===== src/rtl/sbt_pkg.sv =====
// package of register map, field layout and timing constants for the timer
package sbt_pkg;

  // ----------------------------------------------------------------------
  // register indices (byte address is four times the index)
  // ----------------------------------------------------------------------
  localparam int IDX_W = 10;
  localparam logic [9:0] IDX_GLOBAL_IRQ = 10'h00B;
  localparam logic [9:0] IDX_IRQ_FLAGS = 10'h00C;
  localparam logic [9:0] IDX_COUNT_LOW = 10'h00E;
  localparam logic [9:0] IDX_COUNT_HIGH = 10'h00F;
  localparam logic [9:0] IDX_CONTROL = 10'h010;
  localparam logic [9:0] IDX_IRQ_ENABLES = 10'h08C;
  localparam logic [9:0] IDX_IRQ_CLEAR = 10'h020;
  localparam logic [9:0] IDX_IRQ_STATUS = 10'h021;

  // ----------------------------------------------------------------------
  // field positions
  // ----------------------------------------------------------------------
  localparam int CTRL_ON_BIT = 0;
  localparam int CTRL_SRC_BIT = 1;
  localparam int CTRL_SYNC_BIT = 2;
  localparam int CTRL_OSC_BIT = 3;
  localparam int CTRL_PS_LO_BIT = 4;
  localparam int CTRL_PS_HI_BIT = 5;
  localparam logic [7:0] CTRL_MASK = 8'h3F;
  localparam int OVF_BIT = 0;

  // ----------------------------------------------------------------------
  // reset values and codes
  // ----------------------------------------------------------------------
  localparam logic [7:0] RESET_CONTROL = 8'h00;
  localparam logic [7:0] RESET_GLOBAL = 8'h00;
  localparam logic RESET_FLAG = 1'b0;
  localparam logic RESET_ENABLE = 1'b0;
  localparam logic [15:0] RESET_COUNT = 16'h0000;
  localparam logic [15:0] COUNT_ALL_ONES = 16'hFFFF;
  localparam logic [3:0] CMP_MODE_SPECIAL = 4'hB;
  localparam logic [1:0] RESP_OKAY = 2'h0;
  localparam logic [1:0] RESP_SLVERR = 2'h2;

  // ----------------------------------------------------------------------
  // timing
  // ----------------------------------------------------------------------
  localparam int CLK_PERIOD_NS = 50;
  localparam int INTERNAL_DIV = 4;

endpackage


===== src/rtl/sbt_prescaler.sv =====
// tick generator: clock source choice, edge detect and prescaler
`timescale 1ns/100ps
module sbt_prescaler
#(
  parameter int INT_DIV = sbt_pkg::INTERNAL_DIV
) (
  input wire logic sys_clk_i,
  input wire logic reset_n_i,
  input wire logic run_i,
  input wire logic ext_select_i,
  input wire logic ext_clk_i,
  input wire logic [1:0] prescale_i,
  input wire logic restart_i,
  output logic tick_o
);
  import sbt_pkg::*;

  logic [7:0] div_cnt;
  logic ext_q;
  logic [2:0] ps_cnt;
  logic src_pulse;
  logic [2:0] ps_max;

  // internal source is an enable pulse every INT_DIV system clocks (a quarter rate at the default of 4)
  always_ff @(posedge sys_clk_i or negedge reset_n_i) begin
    if (!reset_n_i) begin
      div_cnt <= 8'h00;
    end else if (div_cnt == 8'(INT_DIV - 1)) begin
      div_cnt <= 8'h00;
    end else begin
      div_cnt <= div_cnt + 8'h01;
    end
  end

  always_ff @(posedge sys_clk_i or negedge reset_n_i) begin
    if (!reset_n_i) begin
      ext_q <= 1'b0;
    end else begin
      ext_q <= ext_clk_i;
    end
  end

  always_comb begin
    if (ext_select_i) begin
      src_pulse = ext_clk_i & ~ext_q;
    end else begin
      src_pulse = (div_cnt == 8'(INT_DIV - 1));
    end
    ps_max = 3'((1 << prescale_i) - 1);
  end

  // prescaler restarts on count writes so a written value lasts a full period
  always_ff @(posedge sys_clk_i or negedge reset_n_i) begin
    if (!reset_n_i) begin
      ps_cnt <= 3'h0;
    end else if (restart_i || !run_i) begin
      ps_cnt <= 3'h0;
    end else if (src_pulse) begin
      if (ps_cnt >= ps_max) begin
        ps_cnt <= 3'h0;
      end else begin
        ps_cnt <= ps_cnt + 3'h1;
      end
    end
  end

  assign tick_o = run_i & src_pulse & (ps_cnt >= ps_max);

endmodule


===== src/rtl/sbt_timer.sv =====
// sixteen bit timer with event reset, overflow interrupt and AXI4-Lite slave
//
// Local design decision: register access over AXI4-Lite.
`timescale 1ns/100ps
// Notes on behaviour
// - oscillator enable output follows the oscillator enable control bit only.
// - oscillator enable is not gated by sleep; the counter keeps its source.
// - count is a low byte and a high byte, both readable and writable.
// - count increments up to all ones, then wraps to zero.
// - wrap sets the sticky overflow flag until software clears it.
// - interrupt output rises only when the overflow enable bit is set.
// - in special trigger mode a match clears count and requests conversion.
// - trigger clear never sets the overflow flag.
// - trigger clear is suppressed in unsynchronized external counting.
// - a count write in the same cycle as a trigger clear wins.
// - in special trigger mode the compare pair acts as period.
module sbt_timer
#(
  parameter int ADDR_W = 12,
  parameter int INT_DIV = sbt_pkg::INTERNAL_DIV
) (
  input wire logic sys_clk_i,
  input wire logic reset_n_i,
  input wire logic [ADDR_W-1:0] s_axi_awaddr_i,
  input wire logic s_axi_awvalid_i,
  output logic s_axi_awready_o,
  input wire logic [31:0] s_axi_wdata_i,
  input wire logic [3:0] s_axi_wstrb_i,
  input wire logic s_axi_wvalid_i,
  output logic s_axi_wready_o,
  output logic [1:0] s_axi_bresp_o,
  output logic s_axi_bvalid_o,
  input wire logic s_axi_bready_i,
  input wire logic [ADDR_W-1:0] s_axi_araddr_i,
  input wire logic s_axi_arvalid_i,
  output logic s_axi_arready_o,
  output logic [31:0] s_axi_rdata_o,
  output logic [1:0] s_axi_rresp_o,
  output logic s_axi_rvalid_o,
  input wire logic s_axi_rready_i,
  input wire logic ext_clk_i,
  input wire logic [3:0] compare_mode_field_i,
  input wire logic [15:0] compare_register_pair_i,
  input wire logic adc_enable_i,
  output logic osc_enable_o,
  output logic conv_request_o,
  output logic irq_o
);
  import sbt_pkg::*;

  // ----------------------------------------------------------------------
  // state
  // ----------------------------------------------------------------------
  logic [7:0] timer_control;
  logic [7:0] global_interrupt_control;
  logic overflow_flag;
  logic overflow_irq_enable;
  logic [15:0] count;
  logic aw_rdy;
  logic w_rdy;
  logic ar_rdy;
  logic [ADDR_W-1:0] aw_addr_q;
  logic [31:0] wdata_q;
  logic [3:0] wstrb_q;
  logic wr_fire;
  logic [9:0] wr_idx;
  logic wr_ok;
  logic [31:0] rd_data;
  logic rd_ok;
  logic wr_low, wr_high, wr_count, wr_ctrl, wr_flags, wr_clear;
  logic tick, special_mode, unsync_ext, match, trig_clear, ovf_event;

  function automatic logic [9:0] index_of(input logic [ADDR_W-1:0] addr);
    index_of = 10'(addr >> 2);
  endfunction

  function automatic logic mapped(input logic [9:0] idx);
    mapped = (idx == IDX_GLOBAL_IRQ) || (idx == IDX_IRQ_FLAGS) ||
             (idx == IDX_COUNT_LOW) || (idx == IDX_COUNT_HIGH) ||
             (idx == IDX_CONTROL) || (idx == IDX_IRQ_ENABLES) ||
             (idx == IDX_IRQ_CLEAR) || (idx == IDX_IRQ_STATUS);
  endfunction

  // ----------------------------------------------------------------------
  // AXI4-Lite write channel
  // ----------------------------------------------------------------------
  // address and data are taken in either order; the write fires once both
  // are held, and the slot reopens only after the response is taken
  assign wr_fire = !aw_rdy && !w_rdy && !s_axi_bvalid_o;
  assign wr_idx = index_of(aw_addr_q);
  assign wr_ok = mapped(wr_idx) && (wr_idx != IDX_IRQ_STATUS);

  always_ff @(posedge sys_clk_i or negedge reset_n_i) begin
    if (!reset_n_i) begin
      aw_rdy <= 1'b1;
      aw_addr_q <= '0;
    end else if (aw_rdy && s_axi_awvalid_i) begin
      aw_rdy <= 1'b0;
      aw_addr_q <= s_axi_awaddr_i;
    end else if (s_axi_bvalid_o && s_axi_bready_i) begin
      aw_rdy <= 1'b1;
    end
  end

  always_ff @(posedge sys_clk_i or negedge reset_n_i) begin
    if (!reset_n_i) begin
      w_rdy <= 1'b1;
      wdata_q <= 32'h00000000;
      wstrb_q <= 4'h0;
    end else if (w_rdy && s_axi_wvalid_i) begin
      w_rdy <= 1'b0;
      wdata_q <= s_axi_wdata_i;
      wstrb_q <= s_axi_wstrb_i;
    end else if (s_axi_bvalid_o && s_axi_bready_i) begin
      w_rdy <= 1'b1;
    end
  end

  always_ff @(posedge sys_clk_i or negedge reset_n_i) begin
    if (!reset_n_i) begin
      s_axi_bvalid_o <= 1'b0;
      s_axi_bresp_o <= RESP_OKAY;
    end else if (wr_fire) begin
      s_axi_bvalid_o <= 1'b1;
      s_axi_bresp_o <= wr_ok ? RESP_OKAY : RESP_SLVERR;
    end else if (s_axi_bready_i) begin
      s_axi_bvalid_o <= 1'b0;
    end
  end

  assign s_axi_awready_o = aw_rdy;
  assign s_axi_wready_o = w_rdy;

  // only the low byte lane carries register data
  always_comb begin
    wr_low = wr_fire && wstrb_q[0] && (wr_idx == IDX_COUNT_LOW);
    wr_high = wr_fire && wstrb_q[0] && (wr_idx == IDX_COUNT_HIGH);
    wr_count = wr_low || wr_high;
    wr_ctrl = wr_fire && wstrb_q[0] && (wr_idx == IDX_CONTROL);
    wr_flags = wr_fire && wstrb_q[0] && (wr_idx == IDX_IRQ_FLAGS);
    wr_clear = wr_fire && wstrb_q[0] && (wr_idx == IDX_IRQ_CLEAR);
  end

  // ----------------------------------------------------------------------
  // AXI4-Lite read channel
  // ----------------------------------------------------------------------
  always_comb begin
    rd_data = 32'h00000000;
    rd_ok = 1'b1;
    unique case (index_of(s_axi_araddr_i))
      IDX_GLOBAL_IRQ: rd_data[7:0] = global_interrupt_control;
      IDX_IRQ_FLAGS: rd_data[OVF_BIT] = overflow_flag;
      IDX_IRQ_STATUS: rd_data[OVF_BIT] = overflow_flag;
      IDX_COUNT_LOW: rd_data[7:0] = count[7:0];
      IDX_COUNT_HIGH: rd_data[7:0] = count[15:8];
      IDX_CONTROL: rd_data[7:0] = timer_control & CTRL_MASK;
      IDX_IRQ_ENABLES: rd_data[OVF_BIT] = overflow_irq_enable;
      IDX_IRQ_CLEAR: rd_data = 32'h00000000;
      default: rd_ok = 1'b0;
    endcase
  end

  always_ff @(posedge sys_clk_i or negedge reset_n_i) begin
    if (!reset_n_i) begin
      ar_rdy <= 1'b1;
      s_axi_rvalid_o <= 1'b0;
      s_axi_rdata_o <= 32'h00000000;
      s_axi_rresp_o <= RESP_OKAY;
    end else if (ar_rdy && s_axi_arvalid_i) begin
      ar_rdy <= 1'b0;
      s_axi_rvalid_o <= 1'b1;
      s_axi_rdata_o <= rd_data;
      s_axi_rresp_o <= rd_ok ? RESP_OKAY : RESP_SLVERR;
    end else if (s_axi_rvalid_o && s_axi_rready_i) begin
      ar_rdy <= 1'b1;
      s_axi_rvalid_o <= 1'b0;
    end
  end

  assign s_axi_arready_o = ar_rdy;

  // ----------------------------------------------------------------------
  // control registers
  // ----------------------------------------------------------------------
  always_ff @(posedge sys_clk_i or negedge reset_n_i) begin
    if (!reset_n_i) begin
      timer_control <= RESET_CONTROL;
    end else if (wr_ctrl) begin
      timer_control <= wdata_q[7:0] & CTRL_MASK;
    end
  end

  always_ff @(posedge sys_clk_i or negedge reset_n_i) begin
    if (!reset_n_i) begin
      global_interrupt_control <= RESET_GLOBAL;
    end else if (wr_fire && wstrb_q[0] && wr_idx == IDX_GLOBAL_IRQ) begin
      global_interrupt_control <= wdata_q[7:0];
    end
  end

  always_ff @(posedge sys_clk_i or negedge reset_n_i) begin
    if (!reset_n_i) begin
      overflow_irq_enable <= RESET_ENABLE;
    end else if (wr_fire && wstrb_q[0] && wr_idx == IDX_IRQ_ENABLES) begin
      overflow_irq_enable <= wdata_q[OVF_BIT];
    end
  end

  // sleep has no say here: the oscillator runs whenever its bit is set
  always_ff @(posedge sys_clk_i or negedge reset_n_i) begin
    if (!reset_n_i) begin
      osc_enable_o <= 1'b0;
    end else begin
      osc_enable_o <= timer_control[CTRL_OSC_BIT];
    end
  end

  // ----------------------------------------------------------------------
  // counter
  // ----------------------------------------------------------------------
  sbt_prescaler #(
    .INT_DIV(INT_DIV)
  ) u_prescaler (
    .sys_clk_i(sys_clk_i),
    .reset_n_i(reset_n_i),
    .run_i(timer_control[CTRL_ON_BIT]),
    .ext_select_i(timer_control[CTRL_SRC_BIT]),
    .ext_clk_i(ext_clk_i),
    .prescale_i(timer_control[CTRL_PS_HI_BIT:CTRL_PS_LO_BIT]),
    .restart_i(wr_count || wr_ctrl),
    .tick_o(tick)
  );

  // an unsynchronized external count is not trusted to take the clear
  always_comb begin
    special_mode = (compare_mode_field_i == CMP_MODE_SPECIAL);
    unsync_ext = timer_control[CTRL_SRC_BIT] &&
                 timer_control[CTRL_SYNC_BIT];
    match = special_mode && (count == compare_register_pair_i);
    trig_clear = match && !unsync_ext && !wr_count;
    ovf_event = tick && (count == COUNT_ALL_ONES) &&
                !wr_count && !trig_clear;
  end

  always_ff @(posedge sys_clk_i or negedge reset_n_i) begin
    if (!reset_n_i) begin
      count <= RESET_COUNT;
    end else if (wr_count) begin
      count[7:0] <= wr_low ? wdata_q[7:0] : count[7:0];
      count[15:8] <= wr_high ? wdata_q[7:0] : count[15:8];
    end else if (trig_clear) begin
      count <= RESET_COUNT;
    end else if (tick) begin
      count <= count + 16'h0001;
    end
  end

  always_ff @(posedge sys_clk_i or negedge reset_n_i) begin
    if (!reset_n_i) begin
      conv_request_o <= 1'b0;
    end else begin
      conv_request_o <= match && adc_enable_i;
    end
  end

  // ----------------------------------------------------------------------
  // interrupt
  // ----------------------------------------------------------------------
  // a wrap in the same cycle as a clear keeps the flag set
  always_ff @(posedge sys_clk_i or negedge reset_n_i) begin
    if (!reset_n_i) begin
      overflow_flag <= RESET_FLAG;
    end else if (ovf_event) begin
      overflow_flag <= 1'b1;
    end else if (wr_clear && wdata_q[OVF_BIT]) begin
      overflow_flag <= 1'b0;
    end else if (wr_flags) begin
      overflow_flag <= wdata_q[OVF_BIT];
    end
  end

  always_ff @(posedge sys_clk_i or negedge reset_n_i) begin
    if (!reset_n_i) begin
      irq_o <= 1'b0;
    end else begin
      irq_o <= overflow_flag && overflow_irq_enable;
    end
  end
endmodule


===== config.mk =====
export PLATFORM = sky130hd
export DESIGN_NAME = sbt_timer
export DESIGN_NICKNAME = d
export VERILOG_FILES = /design/src/rtl/sbt_pkg.sv /design/src/rtl/sbt_prescaler.sv /design/src/rtl/sbt_timer.sv
export SDC_FILE = /design/constraint.sdc
export NUM_CORES = 1
export LEC_CHECK = 0
export BUFFER_PORTS_ARGS = -buffer_cell sky130_fd_sc_hd__buf_2
export CELL_PAD_IN_SITES_DETAIL_PLACEMENT = 0
export CELL_PAD_IN_SITES_GLOBAL_PLACEMENT = 1
export CORE_AREA = 2 2 117 119
export CTS_BUF_LIST = sky130_fd_sc_hd__clkbuf_4
export CTS_CLUSTER_DIAMETER = 120
export DETAILED_ROUTE_END_ITERATION = 16
export DIE_AREA = 0 0 119 121
export GPL_TIMING_DRIVEN = 0
export PLACE_DENSITY_LB_ADDON = 0.1
export REMOVE_ABC_BUFFERS = 1
export SLEW_MARGIN = 20
export SYNTH_ARGS = -nofsm -noshare
export SYNTH_HDL_FRONTEND = slang
export SYNTH_SLANG_ARGS = --single-unit

===== constraint.sdc =====
create_clock -name sys_clk_i -period 2.3 [get_ports sys_clk_i]
set_input_delay 0 -clock sys_clk_i [delete_from_list [all_inputs] [get_ports sys_clk_i]]
set_output_delay 0 -clock sys_clk_i [all_outputs]
set_load 0.01 [all_outputs]

# After elaboration in Yosys (flattened, before gate mapping)
# Index checks and enable logic that the tools add are counted.
totals:
  in_bits: 89
  wordCells: 137
  reg_bits: 85
op_classes:
  muxes: 27
  n_addsub: 4
  n_reduce_logical: 54
  shift: 1
  n_eq_ne: 23
  order_cmp: 1
  bitwise_logic: 4
op_table:
  columns: ["operator", "count"]
  rows:
  - ["== test 10 x 4 -> 1 bit (second input constant)", 8]
  - ["2-to-1 mux 16 bit", 3]
  - ["== test 10 x 6 -> 1 bit (second input constant)", 4]
  - ["case mux 7 bit (4 select lines)", 1]
  - ["logical AND 1 bit", 26]
  - ["2-to-1 mux 8 bit", 3]
  - ["== test 10 x 5 -> 1 bit (second input constant)", 2]
  - ["== test 10 x 8 -> 1 bit (second input constant)", 2]
  - ["adder 16 x 1 -> 16 bit (second input constant)", 1]
  - ["== test 16 bit", 1]
  - ["== test 16 bit (second input constant)", 1]
  - ["2-to-1 mux 1 bit", 14]
  - ["logical OR 1 bit", 10]
  - ["!= test 10 x 6 -> 1 bit (second input constant)", 1]
  - ["nonzero test 2 bit", 5]
  - ["2-to-1 mux 3 bit", 3]
  - ["adder 8 x 1 -> 8 bit (second input constant)", 1]
  - ["== test 8 x 2 -> 1 bit (second input constant)", 1]
  - ["OR reduction 8 bit", 1]
  - ["zero test 1 bit", 7]
  - ["case mux 1 bit (6 select lines)", 1]
  - ["nonzero test 3 bit", 2]
  - ["== test 4 bit (second input constant)", 1]
  - ["2-to-1 mux 2 bit", 2]
  - ["9 further kinds", 13]

# Logic depth before layout (Yosys ltp)
depth:
  word_depth: 11
  mapped_depth: 9

# Cells and area by module
# Synthesis repeated with hierarchy kept, for this count alone.
hier_totals:
  cells_unflattened: 468
  hier_area_um2: 4670.7
by_module_without_submodules:
  columns: ["module", "area_each_um2", "cells_each", "seq_area_each_um2", "instances"]
  rows:
  - ["sbt_timer", 4035.1, 407, 1730.4, 1]
  - ["sbt_prescaler", 635.6, 61, 300.3, 1]

# Worst setup path after synthesis
# OpenSTA, ideal clock, no wires.
synth_path:
  path_type: "reg-to-reg"
  startpoint: "register timer_control[5]"
  endpoint: "register count[3]"
  path_buffers: 1
  stages_incl_launch_ff: 10
  setup_ns: 0.120
  path_slack_ns: -0.006
  arrival_time_ns: 2.186
  period_less_slack_ns: 2.306
  cell_sequence: "dfrtp_1 > or2_2 > ha_1 > nor2b_1 > o21ai_0 > nand3b_4 > buf_6 > nor4_2 > nor3_1 > o211a_1"
synth_between:
  elab_chain_len: 6
synth_lines:
  columns: ["element", "line_no", "text"]
  rows:
  - ["from (decl)", "sbt_timer.sv:54", "logic [7:0] timer_control;"]
  - ["from (signal assigned)", "sbt_timer.sv:189", "timer_control <= wdata_q[7:0] & CTRL_MASK;"]
  - ["<< shifter 1 x 2 -> 3 bit", "sbt_prescaler.sv:49", "ps_max = 3'((1 << prescale_i) - 1);"]
  - ["subtractor 3 x 2 -> 3 bit", "sbt_prescaler.sv:49", null]
  - ["greater-or-equal comparator 3 bit", "sbt_prescaler.sv:67", "assign tick_o = run_i & src_pulse & (ps_cnt >= ps_max);"]
  - ["AND 1 bit", "sbt_prescaler.sv:67", null]
  - ["nonzero test 3 bit (no source line)", null, null]
  - ["AND reduction 2 bit (no source line)", null, null]
  - ["to (signal assigned)", "sbt_timer.sv:249", "count[7:0] <= wr_low ? wdata_q[7:0] : count[7:0];"]
  - ["to (signal assigned)", "sbt_timer.sv:254", "count <= count + 16'h0001;"]
  - ["to (decl)", "sbt_timer.sv:58", "logic [15:0] count;"]
# Every way passes these cells.
# A chain may end at the register's enable or synchronous reset.

# Worst setup path after layout
layout_path:
  startpoint: "register u_prescaler.div_cnt[1]"
  endpoint: "register count[3]"
layout_between:
  elab_chain_len: 6
layout_lines:
  columns: ["element", "line_no", "text"]
  rows:
  - ["from (decl)", "sbt_prescaler.sv:18", "logic [7:0] div_cnt;"]
  - ["from (signal assigned)", "sbt_prescaler.sv:31", "div_cnt <= div_cnt + 8'h01;"]
  - ["== test 8 x 2 -> 1 bit", "sbt_prescaler.sv:47", "src_pulse = (div_cnt == 8'(INT_DIV - 1));"]
  - ["2-to-1 mux 1 bit", "sbt_prescaler.sv:44", "if (ext_select_i) begin"]
  - ["AND 1 bit (2 in a row)", "sbt_prescaler.sv:67", null]
  - ["nonzero test 3 bit (no source line)", null, null]
  - ["AND reduction 2 bit (no source line)", null, null]
# Every way passes these cells.

==> key figures <==
CTS
  – Clk sinks: 81
  – CTS tree: yes
  – TritonCTS Buffers: 9
  – Root Buffer: clkbuf_4
  – Clock network latency to the later pin of the worst-skew pair: 470 ps
  – Worst-path clk slew: 150 ps
  – Longest Clk Path Bufs: 2
  – H-tree lvl count: 3

Cells and area
  – Most frequent cells in the layout: dfrtp_1 (75), buf_2 (74), mux2_2 (44), dlygate4sd3_1 (34), nor2_1 (33)
  – Most common cell after layout, fill and taps aside: dfrtp_1
  – Layout cell share with drive strength beyond 1: 0.316
  – Fin util: 0.458
  – Total Nets Final: 697
  – Ant diodes: 0
  – Area grow syn2layout: 24.6%

Yosys
  – Synthesized cell area: 4800 µm²
  – Seq cells post-synth: 81
  – Post-synth EDFFs: 0
  – Post-synth top area share: 0.406
  – Largest area contributor in the netlist: dfrtp_1
  – Top FF cell, synth: dfrtp_1
  – Synthesis Warnings: 0
  – Synth Instances: 477
  – Post-Syn Area per Cell: 10.1 µm²
  – Ys async rst share: 1.00
  – Netlist cell types: 75
  – Sequential share of the synthesized area: 0.423
  – Synth area leaders: dfrtp_1 (41%), mux2_2 (10%), buf_4 (4.5%), o21ai_0 (2.8%), nor2_1 (2.7%)

Routing
  – Initial DRC count: 196
  – DRC viols: 0
  – Vias: 4038
  – DRT Wirelength: 13400 µm
  – Vias per cell: 5.16
  – Post-DRT Antenna Nets: 0
  – First-pass DRT Iterations: 4
  – Wirelength per Cell: 17.1 µm

Timing
  – Setup violations, final: 0
  – Worst-margin pin slew: 574 ps
  – Crit path time final: 2240 ps
  – Setup tns final: 0 ps
  – Period utilization: 0.974
  – Clk_skew: 22.9 ps
  – Max Clock Freq: 0.447 GHz
  – Final Slew Violations: 0
  – Final Hold Viols: 0
  – Max transition margin: 0.612

Floorplanning
  – DIE AREA: 14400 µm²
  – Die Y: 121 µm
  – Starting density of the core: 0.367
  – Die extent in x: 119 µm
  – Core area: 13100 µm²
  – Top Ports: 133
  – Rows: 42

Global route
  – GR Overflow Total: 0
  – Largest net degree at the start of global routing: 44
  – Tot GR Track Use: 0.188
  – First-pass GRT wire length: 20800 µm
  – Vias in the first global route: 3927
  – Antenna violations before repair: 0

Worst setup path
  – Crit Path Max Fanout: 8
  – Critical Path RT: 2670 ps
  – CP Class: flip-flop to flip-flop
  – Setup slack, reg-to-reg: 60 ps
  – CP Launch Type: flip-flop
  – Crit path capture type: flip-flop
  – Critical Path AT: 2610 ps

Placement
  – Port Buffer Count: 75
  – Global placement routability congestion: 0.830
  – Dpl hpwl: 9350 µm

Flow run
  – Total of max-cap violations: 0

Power and ir drop
  – Leakage power total: 2.74 nW
  – Peak VDD IR: 0.542 mV
  – P per Cell Area: 665 nW/µm²
  – Power Total: 3.98 mW

Status
  – Status: complete, no violations

Worst hold path
  – Worst hold path class: input pin to async pin
## state kept, by name, summed over array words and instances (netlist names), 3 cells and up
register and count:
s_axi_rdata_o 8, wdata_q 8, count 16, u_prescaler.ps_cnt 3, global_interrupt_control 8, aw_addr_q 10, u_prescaler.div_cnt 8, timer_control 6
## critical path: stages (launching register included)
cell      delay [ps]
dfrtp_1          430
ha_4             160
or4b_1           450
o21a_4           250
nand3b_4         240
buf_4            190
nor4_2           230
nor3_1            80
o211a_1          120
## per-stage QoR
stage | area (µm²) | setup slack (ps) | hold slack [ps] | std cells
floorplan | 4600 | -52.3 | -296 | 457
global placement | 5200 | -512 | 130 | 708
detailed placement | 5230 | -482 | 34.0 | 709
CTS | 5800 | -13.4 | 43.7 | 766
global route | 5990 | -28.4 | 92.2 | 783
finish | 5990 | 60.5 | 55.2 | 783
## cell usage after synthesis (all sizes together) (7+ instances only)
cell / instances
xnor2: 12
nor3: 20
clkbuf: 10
nand2: 32
dfrtp: 78
mux2: 44
and3: 7
o21ai: 28
inv: 11
buf: 35
nand4: 9
xor2: 10
nand3: 15
nor2: 35
a21oi: 22
## cell families after synthesis
logic type      synth area share
fa+ha+maj                 0.0156
buf+inv                   0.0703
flops                      0.423
simple gates               0.190
compound gates             0.145
mux                        0.116
other cells             0.000781
xor+xnor                  0.0401
## final timing paths
kind	startpoint	to	depth (start not counted)
max in group asynchronous	reset_n_i	s_axi_awready_o$_DFFE_PN1P_	3
max reg2reg	u_prescaler.div_cnt[1]$_DFF_PN0_	count[3]$_DFFE_PN0P_	8
max	u_prescaler.div_cnt[1]$_DFF_PN0_	count[3]$_DFFE_PN0P_	8
min reg2reg	timer_control[3]$_DFFE_PN0P_	osc_enable_o$_DFF_PN0_	0
min in group sys_clk_i	compare_register_pair_i[14]	conv_request_o$_DFF_PN0_	4
min	reset_n_i	count[6]$_DFFE_PN0P_	2
## report_power, final
| group | switching, mW | internal (mW) | leakage (nW) |
|---|---|---|---|
| registers | 0.455 | 1.70 | 1.04 |
| clock network | 0.515 | 0.320 | 0.0729 |
| logic | 0.449 | 0.543 | 1.62 |
| total | 1.42 | 2.56 | 2.74 |
## layout make-up
| type | count | area [µm²] |
|---|---|---|
| tap | 176 | 220 |
| fill | 1281 | 7100 |
| sequential | 81 | 2030 |
| multi-input combinational | 365 | 2630 |
| inverter | 12 | 45.0 |
| clock inverter | 7 | 61.3 |
| timing repair buffer | 133 | 931 |
| clock buffer | 9 | 67.6 |
## per-layer routing
metal	vias to the layer above	wire (µm)	global-route usage
li1	1950	-	-
met1	1983	6130	0.242
met2	84	6570	0.327
met3	21	418	0.0249
met4	0	248	0.0603
met5	-	0	0
## what timing repair did
action	CTS	global route
resized for setup	9	12
setup buffers	7	16
hold endpoints to repair	107	0
hold buffers	34	0
gates cloned	0	1
setup endpoints to repair	17	24
pin swaps	3	7
No activity file was read; power rests on OpenSTA's default activity.
